File: config.mk
export PLATFORM = sky130hd
export DESIGN_NAME = internal_bus_wait_hold
export DESIGN_NICKNAME = d
export VERILOG_FILES = /design/src/rtl/bus_wait_pkg.sv /design/src/rtl/internal_bus_wait_hold.sv
export SDC_FILE = /design/constraint.sdc
export NUM_CORES = 1
export LEC_CHECK = 0
export BUFFER_PORTS_ARGS = -buffer_cell sky130_fd_sc_hd__buf_4
export CORE_ASPECT_RATIO = 1.25
export CORE_MARGIN = 2
export CORE_UTILIZATION = 35
export DETAILED_ROUTE_END_ITERATION = 6
export GPL_TIMING_DRIVEN = 0
export PLACE_DENSITY = 0.74
export SYNTH_ARGS = -nofsm -noshare
export SYNTH_HDL_FRONTEND = slang
export SYNTH_SLANG_ARGS = --single-unit
File: constraint.sdc
create_clock -name clk -period 2.3 [get_ports clk]
set_input_delay 0.46 -clock clk [delete_from_list [all_inputs] [get_ports clk]]
set_output_delay 0.46 -clock clk [all_outputs]
set_load 0.005 [all_outputs]
File: src/rtl/bus_wait_pkg.sv
/*
 Package for the internal bus wait and hold control block.
 Holds register offsets, bit positions, reset values, area bounds and types.
 Assumes a 32-bit APB slave port with byte addresses.
*/
package bus_wait_pkg;

    // Printed offsets are not all multiples of four: they are indices
    localparam logic [11:0] MODE_CTRL_IDX   = 12'h005;
    localparam logic [11:0] AREA2_CTRL_IDX  = 12'h010;
    localparam logic [11:0] FLASH_CTRL1_IDX = 12'h221;
    localparam logic [11:0] PROTECT_IDX     = 12'h00A;
    localparam logic [11:0] FLASH_CTRL0_IDX = 12'h220;
    localparam logic [11:0] CSPROT_IDX      = 12'h01F;
    localparam logic [11:0] STATUS_IDX      = 12'h030;

    localparam logic [7:0] MODE_CTRL_RST   = 8'h08;
    localparam logic [7:0] AREA2_CTRL_RST  = 8'h00;
    localparam logic [7:0] FLASH_CTRL1_RST = 8'h00;

    localparam int DAE_BIT   = 0;
    localparam int STICKY_BIT = 2;
    localparam int IMW_BIT   = 7;
    localparam int P2D_BIT   = 0;
    localparam int DAW_BIT   = 7;
    localparam int MRPE_BIT  = 1;
    localparam int A2PE_BIT  = 6;
    localparam int CFRE_BIT  = 1;
    localparam int CSP_BIT   = 7;

    localparam logic [19:0] DATA_LO  = 20'h0E000;
    localparam logic [19:0] DATA_HI  = 20'h0FFFF;
    localparam logic [19:0] BLKA_HI  = 20'h0EFFF;
    localparam logic [19:0] BLKB_LO  = 20'h0F000;
    localparam logic [19:0] PROM2_LO = 20'h10000;
    localparam logic [19:0] PROM2_HI = 20'h13FFF;
    localparam logic [19:0] SFR_HI   = 20'h003FF;
    localparam logic [19:0] RAM_HI   = 20'h07FFF;

    localparam logic [1:0] CYC_ONE = 2'h1;
    localparam logic [1:0] CYC_TWO = 2'h2;

    typedef enum logic [1:0] {
        AREA_SFR,
        AREA_RAM,
        AREA_ROM,
        AREA_DATA
    } area_t;

    typedef enum logic [1:0] {
        OWN_CPU,
        OWN_DMA,
        OWN_HOLD
    } owner_t;

    // One requester's access request
    typedef struct packed {
        logic        req;
        logic [19:0] addr;
        logic        write;
        logic        oddWordFirst;
    } busReq_t;

endpackage : bus_wait_pkg

File: src/rtl/internal_bus_wait_hold.sv
/*
 Internal bus wait-state selection and ownership arbiter.
 Assumes an APB master on the register port, requests synchronous to clk,
 and requesters that hold their request until they see their done pulse.
*/
`timescale 1ns/100ps
`default_nettype none
module internal_bus_wait_hold
    import bus_wait_pkg::*;
(
    // Clock and reset
    input  wire logic        clk,
    input  wire logic        rst_n,
    // APB slave
    input  wire logic        psel,
    input  wire logic        penable,
    input  wire logic        pwrite,
    input  wire logic [13:0] paddr,
    input  wire logic [31:0] pwdata,
    output var  logic [31:0] prdata,
    output var  logic        pready,
    output var  logic        pslverr,
    // Requesters
    input  wire busReq_t     cpuReq,
    input  wire busReq_t     dmaReq,
    output var  logic        cpuDone,
    output var  logic        dmaDone,
    output var  logic        cpuStall,
    output var  logic        dmaStall,
    // Flash and system status
    input  wire logic        ew1AutoBusy,
    output var  logic        busHold,
    output var  logic        portFreeze,
    output var  logic        wdtStop,
    output var  logic        dataAreaSel,
    output var  logic        prom2Disable,
    output var  logic        illegalAccess
);

    typedef struct packed {
        logic [7:0]  modeCtrl;
        logic [7:0]  area2Ctrl;
        logic [7:0]  flashCtrl1;
        logic [7:0]  protect;
        logic [7:0]  flashCtrl0;
        logic [7:0]  csProt;
        owner_t      owner;
        logic [1:0]  cycLeft;
        logic        busy;
        logic        lockCpu;
        logic [31:0] rdata;
        logic        ready;
        logic        slvErr;
        logic        cpuDone;
        logic        dmaDone;
        logic        hold;
        logic        wdtStop;
        logic        illegal;
        logic        cpuStall;
        logic        dmaStall;
        logic        busHold;
        logic        dataSel;
    } state_t;

    state_t st_r;
    state_t st_nxt;

    function automatic area_t areaOf(input logic [19:0] a);
        if (a <= SFR_HI)
            areaOf = AREA_SFR;
        else if (a >= DATA_LO && a <= DATA_HI)
            areaOf = AREA_DATA;
        else if (a <= RAM_HI)
            areaOf = AREA_RAM;
        else
            areaOf = AREA_ROM;
    endfunction : areaOf

    // Bus cycle length in clocks for one access
    function automatic logic [1:0] cycLen(input busReq_t r, input logic imw,
                                          input logic daw);
        case (areaOf(r.addr))
            AREA_SFR:  cycLen = CYC_TWO;
            AREA_RAM,
            AREA_ROM:  cycLen = imw ? CYC_TWO : CYC_ONE;
            AREA_DATA: cycLen = (imw || (!daw && !r.write)) ? CYC_TWO : CYC_ONE;
            default:   cycLen = CYC_TWO;
        endcase
    endfunction : cycLen

    logic        rewriteOn;
    logic        daeEff;
    logic [11:0] regIdx;
    logic        apbAcc;
    logic        wrAcc;

    assign rewriteOn = st_r.flashCtrl0[CFRE_BIT];
    assign daeEff    = st_r.modeCtrl[DAE_BIT] | rewriteOn;
    assign regIdx    = paddr[13:2];
    assign apbAcc    = psel & penable & st_r.ready;
    assign wrAcc     = apbAcc & pwrite;

    always_comb begin
        st_nxt = st_r;
        st_nxt.cpuDone = 1'b0;
        st_nxt.dmaDone = 1'b0;
        st_nxt.illegal = 1'b0;
        // APB: setup cycle raises ready, access completes next edge
        st_nxt.ready  = psel & ~penable;
        st_nxt.slvErr = 1'b0;
        if (psel && !penable) begin
            st_nxt.slvErr = 1'b0;
            st_nxt.rdata  = 32'h0000_0000;
            case (regIdx)
                MODE_CTRL_IDX:   st_nxt.rdata[7:0] = {st_r.modeCtrl[7:1], daeEff};
                AREA2_CTRL_IDX:  st_nxt.rdata[7:0] = st_r.area2Ctrl;
                FLASH_CTRL1_IDX: st_nxt.rdata[7:0] = st_r.flashCtrl1;
                PROTECT_IDX:     st_nxt.rdata[7:0] = st_r.protect;
                FLASH_CTRL0_IDX: st_nxt.rdata[7:0] = st_r.flashCtrl0;
                CSPROT_IDX:      st_nxt.rdata[7:0] = st_r.csProt;
                STATUS_IDX:      st_nxt.rdata[7:0] = {4'h0, st_r.lockCpu, st_r.hold,
                                                      st_r.owner};
                default:         st_nxt.slvErr = 1'b1;
            endcase
        end
        if (wrAcc) begin
            case (regIdx)
                MODE_CTRL_IDX:
                    if (st_r.protect[MRPE_BIT]) begin
                        st_nxt.modeCtrl = pwdata[7:0];
                        st_nxt.modeCtrl[STICKY_BIT] = st_r.modeCtrl[STICKY_BIT]
                                                    | pwdata[STICKY_BIT];
                    end
                AREA2_CTRL_IDX:
                    if (st_r.protect[A2PE_BIT])
                        st_nxt.area2Ctrl = {7'h00, pwdata[P2D_BIT]};
                FLASH_CTRL1_IDX: st_nxt.flashCtrl1 = {pwdata[DAW_BIT], 7'h00};
                PROTECT_IDX:     st_nxt.protect    = pwdata[7:0];
                FLASH_CTRL0_IDX: st_nxt.flashCtrl0 = pwdata[7:0];
                CSPROT_IDX:      st_nxt.csProt     = pwdata[7:0];
                default:         st_nxt.illegal    = 1'b0;
            endcase
        end
        // Bus hold and its side effects
        st_nxt.hold    = ew1AutoBusy;
        st_nxt.wdtStop = ew1AutoBusy & ~st_r.csProt[CSP_BIT];
        // Ownership and bus cycle timing
        if (st_r.busy && st_r.cycLeft > CYC_ONE) begin
            st_nxt.cycLeft = st_r.cycLeft - CYC_ONE;
        end else begin
            if (st_r.busy) begin
                st_nxt.cpuDone = (st_r.owner == OWN_CPU);
                st_nxt.dmaDone = (st_r.owner == OWN_DMA);
                st_nxt.busy    = 1'b0;
            end
            // Boundary: re-arbitrate; a request still standing under its done pulse is stale
            if (ew1AutoBusy) begin
                st_nxt.owner = OWN_HOLD;
                st_nxt.busy  = 1'b0;
            end else if (dmaReq.req && !st_r.lockCpu && !st_r.dmaDone
                         && !(st_r.busy && st_r.owner == OWN_DMA)) begin
                st_nxt.owner   = OWN_DMA;
                st_nxt.busy    = 1'b1;
                st_nxt.cycLeft = cycLen(dmaReq, st_r.modeCtrl[IMW_BIT],
                                        st_r.flashCtrl1[DAW_BIT]);
            end else if (cpuReq.req && !st_r.cpuDone
                         && !(st_r.busy && st_r.owner == OWN_CPU)) begin
                st_nxt.owner   = OWN_CPU;
                st_nxt.busy    = 1'b1;
                st_nxt.lockCpu = cpuReq.oddWordFirst;
                st_nxt.cycLeft = cycLen(cpuReq, st_r.modeCtrl[IMW_BIT],
                                        st_r.flashCtrl1[DAW_BIT]);
                // Data area or area 2 touched while unmapped
                if ((areaOf(cpuReq.addr) == AREA_DATA && !daeEff)
                    || (cpuReq.addr >= PROM2_LO && cpuReq.addr <= PROM2_HI
                        && st_r.area2Ctrl[P2D_BIT]))
                    st_nxt.illegal = 1'b1;
            end else begin
                st_nxt.owner = OWN_CPU;
            end
        end
        // Output flops follow the owner and mode bits with no extra delay
        st_nxt.cpuStall = st_nxt.owner != OWN_CPU;
        st_nxt.dmaStall = st_nxt.owner != OWN_DMA;
        st_nxt.busHold  = st_nxt.owner == OWN_HOLD;
        st_nxt.dataSel  = st_nxt.modeCtrl[DAE_BIT] | st_nxt.flashCtrl0[CFRE_BIT];
    end

    always_ff @(posedge clk or negedge rst_n) begin
        if (!rst_n) begin
            st_r            <= '0;
            st_r.modeCtrl   <= MODE_CTRL_RST;
            st_r.area2Ctrl  <= AREA2_CTRL_RST;
            st_r.flashCtrl1 <= FLASH_CTRL1_RST;
            st_r.owner      <= OWN_CPU;
            st_r.dmaStall   <= 1'b1;
            st_r.dataSel    <= MODE_CTRL_RST[DAE_BIT];
        end else begin
            st_r <= st_nxt;
        end
    end

    assign prdata        = st_r.rdata;
    assign pready        = st_r.ready;
    assign pslverr       = st_r.slvErr;
    assign cpuDone       = st_r.cpuDone;
    assign dmaDone       = st_r.dmaDone;
    assign cpuStall      = st_r.cpuStall;
    assign dmaStall      = st_r.dmaStall;
    assign busHold       = st_r.busHold;
    assign portFreeze    = st_r.hold;
    assign wdtStop       = st_r.wdtStop;
    assign dataAreaSel   = st_r.dataSel;
    assign prom2Disable  = st_r.area2Ctrl[P2D_BIT];
    assign illegalAccess = st_r.illegal;

    // Sticky bit never falls once set
    sticky_hold_a: assert property (@(posedge clk) disable iff (!rst_n)
        $past(st_r.modeCtrl[STICKY_BIT]) |-> st_r.modeCtrl[STICKY_BIT])
        else $error("sticky mode bit cleared");

    mode_protect_a: assert property (@(posedge clk) disable iff (!rst_n)
        (wrAcc && regIdx == MODE_CTRL_IDX && !st_r.protect[MRPE_BIT])
        |=> $stable(st_r.modeCtrl))
        else $error("mode register changed while protected");

    area2_protect_a: assert property (@(posedge clk) disable iff (!rst_n)
        (wrAcc && regIdx == AREA2_CTRL_IDX && !st_r.protect[A2PE_BIT])
        |=> $stable(st_r.area2Ctrl))
        else $error("area-2 register changed while protected");

    dae_force_a: assert property (@(posedge clk) disable iff (!rst_n)
        rewriteOn |-> dataAreaSel)
        else $error("data area not forced during rewrite");

    hold_grant_a: assert property (@(posedge clk) disable iff (!rst_n)
        (ew1AutoBusy && !(st_r.busy && st_r.cycLeft > CYC_ONE)) |=> busHold)
        else $error("hold not granted");

    hold_stall_a: assert property (@(posedge clk) disable iff (!rst_n)
        busHold |-> (cpuStall && dmaStall))
        else $error("requester running during hold");

    wdt_stop_a: assert property (@(posedge clk) disable iff (!rst_n)
        ew1AutoBusy |=> (wdtStop == !$past(st_r.csProt[CSP_BIT])))
        else $error("watchdog stop wrong during hold");

    odd_lock_a: assert property (@(posedge clk) disable iff (!rst_n)
        (st_r.lockCpu && st_r.owner == OWN_CPU) |=> (st_r.owner != OWN_DMA))
        else $error("dma granted inside odd word access");

    sfr_two_a: assert property (@(posedge clk) disable iff (!rst_n)
        (!st_r.busy && !ew1AutoBusy && !dmaReq.req && cpuReq.req && !st_r.cpuDone
         && cpuReq.addr <= SFR_HI) |=> (st_r.cycLeft == CYC_TWO))
        else $error("register area cycle not two clocks");

    dma_prio_a: assert property (@(posedge clk) disable iff (!rst_n)
        (!st_r.busy && !ew1AutoBusy && dmaReq.req && !st_r.lockCpu && !st_r.dmaDone)
        |=> (st_r.owner == OWN_DMA))
        else $error("dma lost to cpu");

endmodule : internal_bus_wait_hold
`default_nettype wire

==> metrics.txt <==
unrepaired setup endpoints after global routing no; Reg2Reg Depth 8; diode insertion count for antenna repair 0; average size of a mapped cell 10.97 um^2; register bit count reported by yosys 59; DIE HEIGHT 110.2 um; antenna violations before repair 0; cell taking the most area after synthesis sky130_fd_sc_hd__dfrtp_1; data arrival time of the worst path 2.46 ns; time the final worst path needs with I/O delays and setup 2.239 ns; initial core utilization 36.11%; post-DR wirelength/cell 14.39 um; horizontal die dimension 88.98 um; number of buffer cells added on primary ports 69; all-layer global routing usage 15.86%; area overhead of the layout relative to synthesis 31.33%; number of H-tree levels 3; half-perimeter wire length after placement 5666 um; total number of yosys warnings 0; final setup vio count 0; first-pass GRT wire length 11,740 um; largest net degree at the start of global routing 60; I/O pin total 142; setup repair bufs after CTS 0; Starting DRT DRC Count 230; CTS tree yes; required time of the critical path 2.52 ns; transition at the pin with the smallest max-transition slack 0.7268 ns; via count of the first global-routing pass 2,351; Hold Vio Cnt, Final 0; CTS Sinks 59; max-slew violation total from the final report 0; total number of placement rows 38; internal reg-to-reg setup slack 0.29 ns; largest fanout on the critical path 8; routed via count 2,513; cell types occupying the most area after synthesis sky130_fd_sc_hd__dfrtp_1, sky130_fd_sc_hd__mux2_2, sky130_fd_sc_hd__buf_4, sky130_fd_sc_hd__a22oi_1, sky130_fd_sc_hd__nor2_1; final wirelength 7425 um; commonest non-fill, non-tap cell in the layout sky130_fd_sc_hd__buf_4; placeable core region 0.008748 mm^2; sum of overflow across all layers after global routing 0; cell area after synthesis 0.003159 mm^2; leakage power of the design 0.002046 uW; maximum operating frequency 0.4466 GHz; final worst clock skew 0.01132 ns; dominant synthesized flop cell sky130_fd_sc_hd__dfrtp_1; count of unique library cells instantiated by Yosys 55; startpoint of the lowest-slack register-to-register path st_r[46]; Antenna Violating Nets Remaining 0; Via-to-Cell Ratio 4.870; max-cap violation count 0; final-layout fill cell count 862; Place WS -0.2855 ns; destination of the worst register-to-register timing path st_r[43]; worst-case vdd ir drop 0.0002838 V; PwrDens 645.7 mW/mm^2; die area 0.009807 mm^2; top library cells by usage in the layout, fill and taps aside sky130_fd_sc_hd__buf_4, sky130_fd_sc_hd__dfrtp_1, sky130_fd_sc_hd__mux2_2, sky130_fd_sc_hd__conb_1, sky130_fd_sc_hd__nor2_1; post-layout worst setup margin 0.06100 ns; sequential fraction of the synthesis area 46.81%; Hold WC Path Type in -> async; cell at the root of the clock tree sky130_fd_sc_hd__clkbuf_8; cts bufs inserted 9; Clk pin slew, worst setup/hold paths 0.07 ns; proportion of layout cells with a drive suffix above 1 41.41%; final estimated routing congestion in global placement 0.8983; Clock Latency Late Sink 0.34 ns; number of synthesized flops with an enable pin 0; remaining max-slew budget at the tightest pin 51.55%; fraction of synthesis flops using an asynchronous set or reset pin 100.0%; element type at the critical path end flop; overall power of the completed layout 2679 uW; Post-Synthesis Cells 288; first drt pass iteration count 5; final-stage net count 494; kind of start point of the critical path input port; worst-case clock buffer depth 2; run status finished clean; area share of the leading cell type in the synthesized netlist 45.15%; DRC violation count after routing 0; share of the clock period used by the worst path 97.35%; classification of the worst setup path in -> reg
## synthesized netlist by cell type (4+ instances only)
cell type	count
sky130_fd_sc_hd__nor2b_1	6
sky130_fd_sc_hd__nor2_1	18
sky130_fd_sc_hd__ha_1	5
sky130_fd_sc_hd__a22oi_1	12
sky130_fd_sc_hd__nor4_1	6
sky130_fd_sc_hd__nand2b_1	4
sky130_fd_sc_hd__nand3_1	5
sky130_fd_sc_hd__clkbuf_1	7
sky130_fd_sc_hd__buf_4	33
sky130_fd_sc_hd__inv_1	12
sky130_fd_sc_hd__o21ai_0	5
sky130_fd_sc_hd__nand2_1	11
sky130_fd_sc_hd__mux2_2	32
sky130_fd_sc_hd__a21oi_1	7
sky130_fd_sc_hd__dfrtp_1	57
## worst max-delay path by stage
stage	from	to	slack, ns
floorplan	paddr[13]	dataAreaSel	0.01
global placement	paddr[13]	dataAreaSel	-0.27
detailed placement	paddr[13]	dataAreaSel	-0.29
CTS	paddr[13]	dataAreaSel	0.07
global route	paddr[13]	dataAreaSel	0.002
finish	paddr[13]	dataAreaSel	0.06
## cells by family after synthesis
kind of cell | share of synthesized area [%]
AOI/OAI and AO/OA | 13.58
adders and majority gates | 1.980
and+or+nand+nor | 14.73
buffers and inverters | 10.10
muxes | 12.67
DFF | 46.81
other | 0.1187
## cell type report
| type | instances | area [um^2] | area share (%) |
|---|---|---|---|
| Sequential cell | 59 | 1479 | 35.65 |
| Multi-Input combinational cell | 200 | 1455 | 35.07 |
| Timing Repair Buffer | 69 | 518.0 | 12.48 |
| Buffer | 40 | 274.0 | 6.604 |
| Clock buffer | 12 | 155.1 | 3.739 |
| Tap cell | 120 | 150.1 | 3.619 |
| Clock inverter | 4 | 72.57 | 1.749 |
| Inverter | 12 | 45.04 | 1.086 |
## report_power, final
group	internal [uW]	switching, uW
registers	1110	56.5
clock network	667	407
logic	235	204
## metrics by stage
stage               std cells  instance area (um^2)  util [%]  hold WS [ns]  setup TNS, ns
finish                    516                  4149     47.43        0.1659              0
global route              516                  4149     47.43        0.2315              0
CTS                       516                  4141     47.34        0.1959              0
detailed placement        500                  3914     44.74        0.4466         -2.006
global placement          500                  3914     44.74        0.4392         -1.562
floorplan                 311                  3246         -        0.1644              0
## flip-flops by register name, summed over array words and instances (netlist names)
name / count
pslverr: 1
illegalAccess: 1
wdtStop: 1
prom2Disable: 1
dmaDone: 1
dmaStall: 1
portFreeze: 1
prdata: 8
cpuDone: 1
st_r: 38
cpuStall: 1
pready: 1
dataAreaSel: 1
busHold: 1
rewriteOn: 1
## critical path, cell delays in order
cell and delay (ns):
sky130_fd_sc_hd__buf_4 0.11, sky130_fd_sc_hd__or4_4 0.56, sky130_fd_sc_hd__nor3_4 0.39, sky130_fd_sc_hd__and4_1 0.25, sky130_fd_sc_hd__buf_4 0.17, sky130_fd_sc_hd__mux2_4 0.32
sky130_fd_sc_hd__or2_1 0.20
## timing repair
item | in CTS | in global routing
setup endpoints to repair | 0 | 1
resized for setup | 0 | 2
hold buffers | 0 | 0
## per-layer routing
| metal | vias to the layer above | track usage (%) | part of all wire, % |
|---|---|---|---|
| met3 | 16 | 3.574 | 6.3 |
| met5 | - | 0 | 0 |
| li1 | 1208 | - | - |
| met4 | 0 | 7.783 | 2.6 |
| met1 | 1199 | 19.46 | 41 |
| met2 | 90 | 26.17 | 50 |
Note: power is estimated with default switching activity, not from simulation.
